File: config.mk
export PLATFORM = sky130hd
export DESIGN_NAME = wd_ctrl
export DESIGN_NICKNAME = d
export VERILOG_FILES = /design/src/common/wd_pkg.sv /design/src/hw/wd_timer.sv /design/src/hw/wd_ctrl.sv
export SDC_FILE = /design/constraint.sdc
export NUM_CORES = 1
export LEC_CHECK = 0
export BUFFER_PORTS_ARGS = -buffer_cell sky130_fd_sc_hd__buf_2
export CORE_ASPECT_RATIO = 0.5
export CORE_MARGIN = 2
export CORE_UTILIZATION = 54
export DETAILED_ROUTE_END_ITERATION = 7
export PLACE_DENSITY = 0.75
export RECOVER_POWER = 25
export SETUP_SLACK_MARGIN = 0.02
export SLEW_MARGIN = 20
export SYNTH_ARGS = -nofsm -noshare
export SYNTH_HDL_FRONTEND = slang
export SYNTH_SLANG_ARGS = --single-unit
File: constraint.sdc
create_clock -name mclk_in -period 2.6 [get_ports mclk_in]
set_input_delay 0.52 -clock mclk_in [delete_from_list [all_inputs] [get_ports mclk_in]]
set_output_delay 0.52 -clock mclk_in [all_outputs]
set_load 0.02 [all_outputs]
File: src/common/wd_pkg.sv
// Shared constants for the watchdog control and reset-cause flag block.
package wd_pkg;

	// ----------------------------------------------------------------
	// Register map
	// ----------------------------------------------------------------
	localparam int         ADDR_W          = 4;
	localparam logic [3:0] REG_RESET_CAUSE = 4'h0;
	localparam logic [3:0] REG_WD_CONTROL  = 4'h1;

	// ----------------------------------------------------------------
	// Field positions
	// ----------------------------------------------------------------
	localparam int RC_POWERON  = 0;
	localparam int RC_PIN      = 1;
	localparam int RC_BROWNOUT = 2;
	localparam int RC_WD       = 3;
	localparam int WC_IRQ_FLAG  = 7;
	localparam int WC_IRQ_EN    = 6;
	localparam int WC_PERIOD_HI = 5;
	localparam int WC_UNLOCK    = 4;
	localparam int WC_ENABLE    = 3;
	localparam int WC_PERIOD_LO = 0;

	// ----------------------------------------------------------------
	// Reset values and encodings
	// ----------------------------------------------------------------
	localparam logic [3:0] PERIOD_RESET  = 4'h0;
	localparam logic [3:0] PERIOD_MAX    = 4'h9;
	localparam logic [3:0] RC_UNUSED     = 4'h0;
	localparam logic [7:0] RDATA_IDLE    = 8'h00;
	localparam logic [2:0] UNLOCK_CYCLES = 3'h4;

	// ----------------------------------------------------------------
	// Timing
	// ----------------------------------------------------------------
	localparam int CLK_HZ          = 40_000_000;
	localparam int OSC_HZ          = 128_000;
	localparam int OSC_DIV         = CLK_HZ / OSC_HZ;
	localparam int BASE_OSC_CYCLES = 2048;
	localparam int OSC_CNT_W       = 21;

endpackage

File: src/hw/wd_timer.sv
// Watchdog oscillator-tick divider and time-out counter.
`timescale 1ns/100ps
`default_nettype none

module wd_timer #(
	parameter int DIV   = wd_pkg::OSC_DIV,
	parameter int BASE  = wd_pkg::BASE_OSC_CYCLES,
	parameter int CNT_W = wd_pkg::OSC_CNT_W
) (
	input  wire logic       mclk_in,
	input  wire logic       rst_b_in,
	input  wire logic       restart_in,
	input  wire logic       run_in,
	input  wire logic [3:0] period_in,
	output logic            timeout_out
);

	localparam int DW = (DIV > 1) ? $clog2(DIV) : 1;

	typedef struct packed {
		logic [DW-1:0]    div;
		logic [CNT_W-1:0] cnt;
		logic             timeout;
	} timer_state_type;

	timer_state_type s;
	timer_state_type next_s;
	logic [CNT_W-1:0] limit;

	// ----------------------------------------------------------------
	// Next state
	// ----------------------------------------------------------------
	// The divider makes a one-cycle oscillator tick; the counter counts ticks
	// up to the selected period and then pulses a time-out for one cycle.
	always_comb begin
		next_s = s;
		next_s.timeout = 1'b0;
		limit = CNT_W'(BASE) << period_in;
		if (!run_in || restart_in) begin
			next_s.div = '0;
			next_s.cnt = '0;
		end else if (s.div == DW'(DIV - 1)) begin
			next_s.div = '0;
			if (s.cnt == limit - CNT_W'(1)) begin
				next_s.cnt = '0;
				next_s.timeout = 1'b1;
			end else begin
				next_s.cnt = s.cnt + CNT_W'(1);
			end
		end else begin
			next_s.div = s.div + DW'(1);
		end
	end

	// State register with synchronous reset.
	always_ff @(posedge mclk_in) begin
		if (!rst_b_in) begin
			s <= '0;
		end else begin
			s <= next_s;
		end
	end

	assign timeout_out = s.timeout;
endmodule // wd_timer

`default_nettype wire

File: src/hw/wd_ctrl.sv
// Watchdog control register, reset-cause flags and time-out actions.
//
// Our own choices: the strobed register port and the address map.
`timescale 1ns/100ps
`default_nettype none

// Behaviour
// - Watchdog reset sets flag; power-on or zero clears.
// - Brown-out reset sets flag; power-on or zero clears.
// - Pin reset sets flag; power-on or zero clears.
// - Power-on sets its flag; only zero write clears.
// - Upper four reset-cause bits read zero.
// - Interrupt-mode time-out sets time-out flag.
// - Vector taken or written one clears flag.
// - Interrupt needs global and time-out enables.
// - Enable bits choose stop, interrupt or reset.
// - Time-out with enable clears interrupt enable.
// - Unlock bit self-clears four cycles later.
// - Enable clears only while unlock reads one.
// - Period changes only while unlock is set.
// - Safety level two keeps watchdog enabled.
// - Level one: reset flag forces enable on.
// - Period codes double from 2048 oscillator cycles.
// - Reserved period codes use a valid setting.
// - Counter advances on 128 kHz oscillator ticks.
// - Kick restarts the watchdog counter.
// - Always-on fuse selects the safety level.
// - Reset-mode time-out gives one-cycle reset pulse.
module wd_ctrl #(
	parameter int DIV   = wd_pkg::OSC_DIV,
	parameter int BASE  = wd_pkg::BASE_OSC_CYCLES,
	parameter int CNT_W = wd_pkg::OSC_CNT_W
) (
	input  wire logic                      mclk_in,
	input  wire logic                      rst_b_in,
	input  wire logic [wd_pkg::ADDR_W-1:0] addr_in,
	input  wire logic [7:0]                wdata_in,
	input  wire logic                      wr_in,
	input  wire logic                      rd_in,
	output logic      [7:0]                rdata_out,
	input  wire logic                      brownout_reset_in,
	input  wire logic                      pin_reset_in,
	input  wire logic                      always_on_fuse_in,
	input  wire logic                      kick_in,
	input  wire logic                      irq_ack_in,
	input  wire logic                      global_irq_enable_in,
	output logic                           timeout_irq_out,
	output logic                           sys_reset_out
);

	typedef struct packed {
		logic       wd_reset_flag;
		logic       brownout_reset_flag;
		logic       pin_reset_flag;
		logic       poweron_reset_flag;
		logic       timeout_irq_flag;
		logic       timeout_irq_enable;
		logic       change_unlock;
		logic [2:0] unlock_cnt;
		logic       wd_enable_bit;
		logic [3:0] period_select;
		logic       level2;
		logic [7:0] rdata;
		logic       sys_reset;
	} ctrl_state_type;

	ctrl_state_type s;
	ctrl_state_type next_s;
	logic           eff_enable;
	logic           dev_reset;
	logic           timeout;
	logic           run;
	logic           wr_ctrl;
	logic           wr_cause;
	logic [3:0]     period_eff;

	// ----------------------------------------------------------------
	// Helpers
	// ----------------------------------------------------------------
	// Reserved period codes fall back to the longest valid period.
	function automatic logic [3:0] clamp_period(input logic [3:0] code);
		clamp_period = (code > wd_pkg::PERIOD_MAX) ? wd_pkg::PERIOD_MAX : code;
	endfunction

	// Gathers the period field from its split position in a control byte.
	function automatic logic [3:0] period_field(input logic [7:0] b);
		period_field = {b[wd_pkg::WC_PERIOD_HI], b[wd_pkg::WC_PERIOD_LO +: 3]};
	endfunction

	// Effective enable folds in the fuse and the reset-flag override.
	assign eff_enable = s.wd_enable_bit | s.level2 | s.wd_reset_flag;
	assign dev_reset  = brownout_reset_in | pin_reset_in | s.sys_reset;
	assign run        = eff_enable | s.timeout_irq_enable;
	assign period_eff = clamp_period(s.period_select);
	assign wr_ctrl    = wr_in && (addr_in == wd_pkg::REG_WD_CONTROL);
	assign wr_cause   = wr_in && (addr_in == wd_pkg::REG_RESET_CAUSE);

	// ----------------------------------------------------------------
	// Timer
	// ----------------------------------------------------------------
	// Oscillator ticks are enable pulses on the system clock, so the
	// time-out arrives as a one-cycle pulse with no crossing to lose it.
	wd_timer #(
		.DIV   (DIV),
		.BASE  (BASE),
		.CNT_W (CNT_W)
	) wd_timer_i (
		.mclk_in     (mclk_in),
		.rst_b_in    (rst_b_in),
		.restart_in  (kick_in | dev_reset),
		.run_in      (run),
		.period_in   (period_eff),
		.timeout_out (timeout)
	);

	// ----------------------------------------------------------------
	// Next state
	// ----------------------------------------------------------------
	// Flag clears by write or vector come before the time-out set, so that set wins
	// in the same cycle; the device reset block comes after them and wins over all but the time-out's sys_reset set.
	always_comb begin
		next_s = s;
		next_s.sys_reset = 1'b0;
		next_s.rdata = wd_pkg::RDATA_IDLE;

		// Unlock window countdown.
		if (s.change_unlock) begin
			if (s.unlock_cnt == wd_pkg::UNLOCK_CYCLES - 3'h1) begin
				next_s.change_unlock = 1'b0;
				next_s.unlock_cnt = 3'h0;
			end else begin
				next_s.unlock_cnt = s.unlock_cnt + 3'h1;
			end
		end

		// Reset-cause writes: a zero clears a flag, a one leaves it.
		if (wr_cause) begin
			next_s.wd_reset_flag       = s.wd_reset_flag & wdata_in[wd_pkg::RC_WD];
			next_s.brownout_reset_flag = s.brownout_reset_flag &
				wdata_in[wd_pkg::RC_BROWNOUT];
			next_s.pin_reset_flag      = s.pin_reset_flag & wdata_in[wd_pkg::RC_PIN];
			next_s.poweron_reset_flag  = s.poweron_reset_flag &
				wdata_in[wd_pkg::RC_POWERON];
		end

		// Control writes.
		if (wr_ctrl) begin
			if (wdata_in[wd_pkg::WC_IRQ_FLAG]) begin
				next_s.timeout_irq_flag = 1'b0;
			end
			next_s.timeout_irq_enable = wdata_in[wd_pkg::WC_IRQ_EN];
			if (s.change_unlock) begin
				next_s.period_select = period_field(wdata_in);
			end
			if (wdata_in[wd_pkg::WC_ENABLE]) begin
				next_s.wd_enable_bit = 1'b1;
			end else if (s.change_unlock && !s.level2 && !s.wd_reset_flag) begin
				next_s.wd_enable_bit = 1'b0;
			end
			if (wdata_in[wd_pkg::WC_UNLOCK] && wdata_in[wd_pkg::WC_ENABLE]) begin
				next_s.change_unlock = 1'b1;
				next_s.unlock_cnt = 3'h0;
			end
		end

		// The vector being taken clears the flag.
		if (irq_ack_in) begin
			next_s.timeout_irq_flag = 1'b0;
		end

		// Time-out action by enable bits.
		if (timeout) begin
			if (s.timeout_irq_enable) begin
				next_s.timeout_irq_flag = 1'b1;
				if (eff_enable) begin
					next_s.timeout_irq_enable = 1'b0;
				end
			end else if (eff_enable) begin
				next_s.sys_reset = 1'b1;
			end
		end

		// Device reset: record its cause and restore the control defaults.
		if (dev_reset) begin
			if (s.sys_reset) begin
				next_s.wd_reset_flag = 1'b1;
			end
			if (brownout_reset_in) begin
				next_s.brownout_reset_flag = 1'b1;
			end
			if (pin_reset_in) begin
				next_s.pin_reset_flag = 1'b1;
			end
			next_s.timeout_irq_flag = 1'b0;
			next_s.timeout_irq_enable = 1'b0;
			next_s.change_unlock = 1'b0;
			next_s.unlock_cnt = 3'h0;
			next_s.wd_enable_bit = s.level2;
			next_s.period_select = wd_pkg::PERIOD_RESET;
		end

		// Register read, answered in the following cycle.
		if (rd_in) begin
			if (addr_in == wd_pkg::REG_RESET_CAUSE) begin
				next_s.rdata = {wd_pkg::RC_UNUSED, s.wd_reset_flag,
					s.brownout_reset_flag, s.pin_reset_flag, s.poweron_reset_flag};
			end else if (addr_in == wd_pkg::REG_WD_CONTROL) begin
				next_s.rdata = {s.timeout_irq_flag, s.timeout_irq_enable,
					s.period_select[3], s.change_unlock, eff_enable,
					s.period_select[2:0]};
			end else begin
				next_s.rdata = wd_pkg::RDATA_IDLE;
			end
		end
	end

	// ----------------------------------------------------------------
	// State register
	// ----------------------------------------------------------------
	// Power-on reset sets its own flag and clears the other causes; the
	// fuse is caught here, with the clock, and held until the next one.
	always_ff @(posedge mclk_in) begin
		if (!rst_b_in) begin
			s <= '0;
			s.poweron_reset_flag <= 1'b1;
			s.level2 <= always_on_fuse_in;
			s.wd_enable_bit <= always_on_fuse_in;
			s.period_select <= wd_pkg::PERIOD_RESET;
		end else begin
			s <= next_s;
		end
	end

	// ----------------------------------------------------------------
	// Outputs
	// ----------------------------------------------------------------
	assign rdata_out       = s.rdata;
	assign sys_reset_out   = s.sys_reset;
	assign timeout_irq_out = s.timeout_irq_flag & s.timeout_irq_enable &
		global_irq_enable_in;
endmodule // wd_ctrl

`default_nettype wire

==> flow_summary_export.csv <==
group,metric,value,unit
drt,drt_iter0_drc,115,
power_and_ir_drop,p_leak,1.14,nW
global_routing,grt_pass1_vias,1947,
power_and_ir_drop,peakVddDrop,0.239,mV
layout,layout-drive-gt1-share,17.7,%
sta,tns,0,ps
drt,drc,0,
placement,dpl.hpwl,3.93,mm
synthesis,synth-seq-cells,56,
layout,diodes,0,
synthesis,synth_cells,311,
sta,worst_slew_pin_slew,512,ps
floorplan,io_pins,32,
sta,hold_viol,0,
synthesis,netlist.top_cell.by_area,"dfxtp_1",
worst_setup_path,critPathTopFamily,"simple AND/OR/NAND/NOR gates",
layout,final_core_util,61.5,%
outcome,status,"complete, no violations",
clock_tree,htree_levels,2,
sta,max_freq,0.414,GHz
floorplan,floorplan.initialDensity,56.6,%
clock_tree,ctsHoldBuffers,0,
clock_tree,clk_pin_slew,100,ps
drt,post_drt_wl_per_cell,13.3,um
clock_tree,postCtsSetupBuffers,0,
drt,drt-total-wl,5.38,mm
synthesis,synth_cell_types,50,
sta,min_period,2420,ps
worst_setup_path,r2r_start,"s[11]$_SDFFE_PP0P_",
clock_tree,cts_tree,"yes",
clock_tree,numCtsBuffers,5,
worst_setup_path,worstSetupPathType,"reg -> reg",
clock_tree,numClockSinks,56,
worst_setup_path,crit_required,2830,ps
placement,gp_congestion,0.804,
floorplan,die-area,5820,um2
synthesis,postSynthNetCount,337,
synthesis,yosysWarnings,0,
worst_setup_path,cp-start-kind,"register",
clock_tree,clockBufferDepth,2,
synthesis,ys.flop_type,"dfxtp_1",
synthesis,async_flop_share,0,%
drt,drtAntennaViolNets,0,
global_routing,antenna_found_initial,0,
min_path,min_path_type,"in -> reg",
synthesis,synth_edf_count,2,
clock_tree,clock_latency,310,ps
run,cap_violations,0,
synthesis,avgSynthCellArea,9.02,um2
drt,num_vias,2205,
worst_setup_path,worstPathArrival,2650,ps
synthesis,yosysSeqAreaShare,40.7,%
synthesis,synthTopCellsByArea,"dfxtp_1, xnor2_1, xor2_1",
worst_setup_path,end_kind,"register",
placement,portBuffers,31,
worst_setup_path,path_max_fanout,13,
global_routing,grt_pass1_wl,8.44,mm
drt,via_per_inst,5.47,
floorplan,die_y,55.0,um
power_and_ir_drop,cellPowerDensity,464,nW/um2
worst_setup_path,cp_slowest_cell,"or3_1",
synthesis,yosysTopAreaCellShare,38.6,%
sta,setup-violations-final,0,
worst_setup_path,cp-startpoint,"s[11]$_SDFFE_PP0P_",
sta,slew_headroom,65.6,%
worst_setup_path,crit_chain,"nor2_1 -> nand2_1 -> ha_1 -> or3_1 -> o21ai_1 -> a22oi_1 -> and4b_1 -> o2111a_1 -> buf_4 -> nor3b_1",
sta,slew_viol_final,0,
drt,drt-pass1-iter-count,4,
floorplan,core_region_area,4950,um2
layout,nets,358,
floorplan,die_width,106,um
clock_tree,cts-root-buf,"clkbuf_8",
layout,area_growth,8.70,%
global_routing,grt_max_degree,18,
sta,min_period_over_period,92.9,%
worst_setup_path,cp.buffers_inverters,1,
min_path,hold_path.startpoint,"always_on_fuse_in",
synthesis,synth_area,2800,um2
floorplan,fp-row-count,18,
global_routing,grt_usage,18.5,%
sta,rsz0062_at_grt,"false",
worst_setup_path,cpPeakStageDelay,350,ps
sta,fin_worst_skew,9.46,ps
global_routing,grt.overflow.total,0,
clock_tree,post_cts_resize_count,0,
[synth_stat cells (2+ instances only)]
| library cell | instances |
|---|---|
| dfxtp_1 | 54 |
| nand2_1 | 26 |
| nor2_1 | 25 |
| nand3_1 | 20 |
| and3_1 | 17 |
| xnor2_1 | 16 |
| a21oi_1 | 14 |
| xor2_1 | 14 |
| nor3_2 | 11 |
| nor3_1 | 10 |
| o21ai_0 | 10 |
| buf_4 | 8 |
| inv_1 | 7 |
| clkbuf_1 | 6 |
| mux2i_1 | 6 |
| nand4_1 | 6 |
| buf_2 | 5 |
| and4_1 | 4 |
| ha_1 | 4 |
| nor2b_1 | 4 |
| buf_6 | 3 |
| nand3b_1 | 3 |
| nor3b_1 | 3 |
| or3_1 | 3 |
| a31oi_1 | 2 |
| and2_1 | 2 |
| and4b_1 | 2 |
| edfxtp_1 | 2 |
| nor4_1 | 2 |
| nor4b_2 | 2 |
[worst reg2reg max path, stage by stage (launching register included)]
cell and delay [ps]:
dfxtp_1 320, nor2_1 170, nand2_1 90, ha_1 280, or3_1 350, o21ai_1 130
a22oi_1 130, and4b_1 250, o2111a_1 230, buf_4 190, nor3b_1 200
[registers in the layout, summed over array words and instances, names as in the netlist]
signal,cells
next_s,1
wd_timer_i.s,30
s,15
sys_reset_out,1
rdata_out,8
wd_timer_i.timeout_out,1
[cell families (layout without fill, tap and decap cells)]
logic type,count (synthesis),after routing,synth area share (%)
muxes,6,6,2.14
adders and majority gates,4,4,1.78
AOI/OAI and AO/OA,38,38,8.30
xor gates and xnor gates,30,30,9.37
and+or+nand+nor,147,147,31.6
buffers and inverters,30,52,6.11
DFF,56,56,40.7
[power by group]
| part | switching [mW] | total (mW) | internal [mW] |
|---|---|---|---|
| combinational | 0.0293 | 0.0513 | 0.0220 |
| clock | 0.273 | 0.491 | 0.218 |
| sequential | 0.00356 | 0.872 | 0.869 |
| total | 0.306 | 1.41 | 1.11 |
[per-layer routing]
| metal | vias to the layer above | GRT usage [%] | wire length (um) |
|---|---|---|---|
| li1 | 1124 | - | - |
| met1 | 1038 | 22.3 | 2590 |
| met2 | 35 | 33.5 | 2480 |
| met3 | 8 | 5.15 | 263 |
| met4 | 0 | 5.48 | 52 |
| met5 | - | 0 | 0 |
[placed cells by master, fill, tap and decap left out, types with 2 or more instances in the layout]
master,instances
dfxtp_1,53
nand2_1,26
nor2_1,25
buf_2,25
nand3_1,20
and3_1,17
xnor2_1,16
a21oi_1,14
xor2_1,14
nor3_2,11
nor3_1,10
o21ai_0,10
inv_1,7
clkbuf_1,7
nand4_1,6
mux2i_1,6
clkbuf_8,6
buf_4,6
nor2b_1,4
and4_1,4
ha_1,4
nand3b_1,3
nor3b_1,3
or3_1,3
a31oi_1,2
nor4_1,2
and2_1,2
and4b_1,2
edfxtp_1,2
[final cells by class]
| class | count | area, um2 |
|---|---|---|
| fill | 428 | 1910 |
| sequential | 56 | 1140 |
| inverter | 7 | 26.3 |
| clock buffer | 7 | 86.3 |
| multi-input combinational | 225 | 1510 |
| timing repair buffer | 37 | 193 |
| clock inverter | 1 | 6.26 |
| tap | 70 | 87.6 |
[path summary, 6_finish.rpt]
kind | cells after the start | to | slack [ps]
worst max-delay path | 10 | wd_timer_i.s[8]$_SDFFE_PP0N_ | 180
worst min-delay path | 1 | next_s[9]$_DFFE_PN_ | 440
worst max register to register | 10 | wd_timer_i.s[8]$_SDFFE_PP0N_ | 180
worst min register to register | 1 | wd_timer_i.s[22]$_SDFF_PP0_ | 450
[metrics by stage]
step           std cells  power [mW]  cell area [um2]  hold WS, ps  setup WS (ps)
5_1_grt              403        1.46             3050          443           47.9
2_1_floorplan        311       0.918             2800          413            245
3_5_place_dp         395       0.944             2950          435            159
3_3_place_gp         395       0.943             2950          420            227
6_report             403        1.41             3050          440            185
4_1_cts              403        1.42             3040          407            138
(Power assumes the default switching activity.)
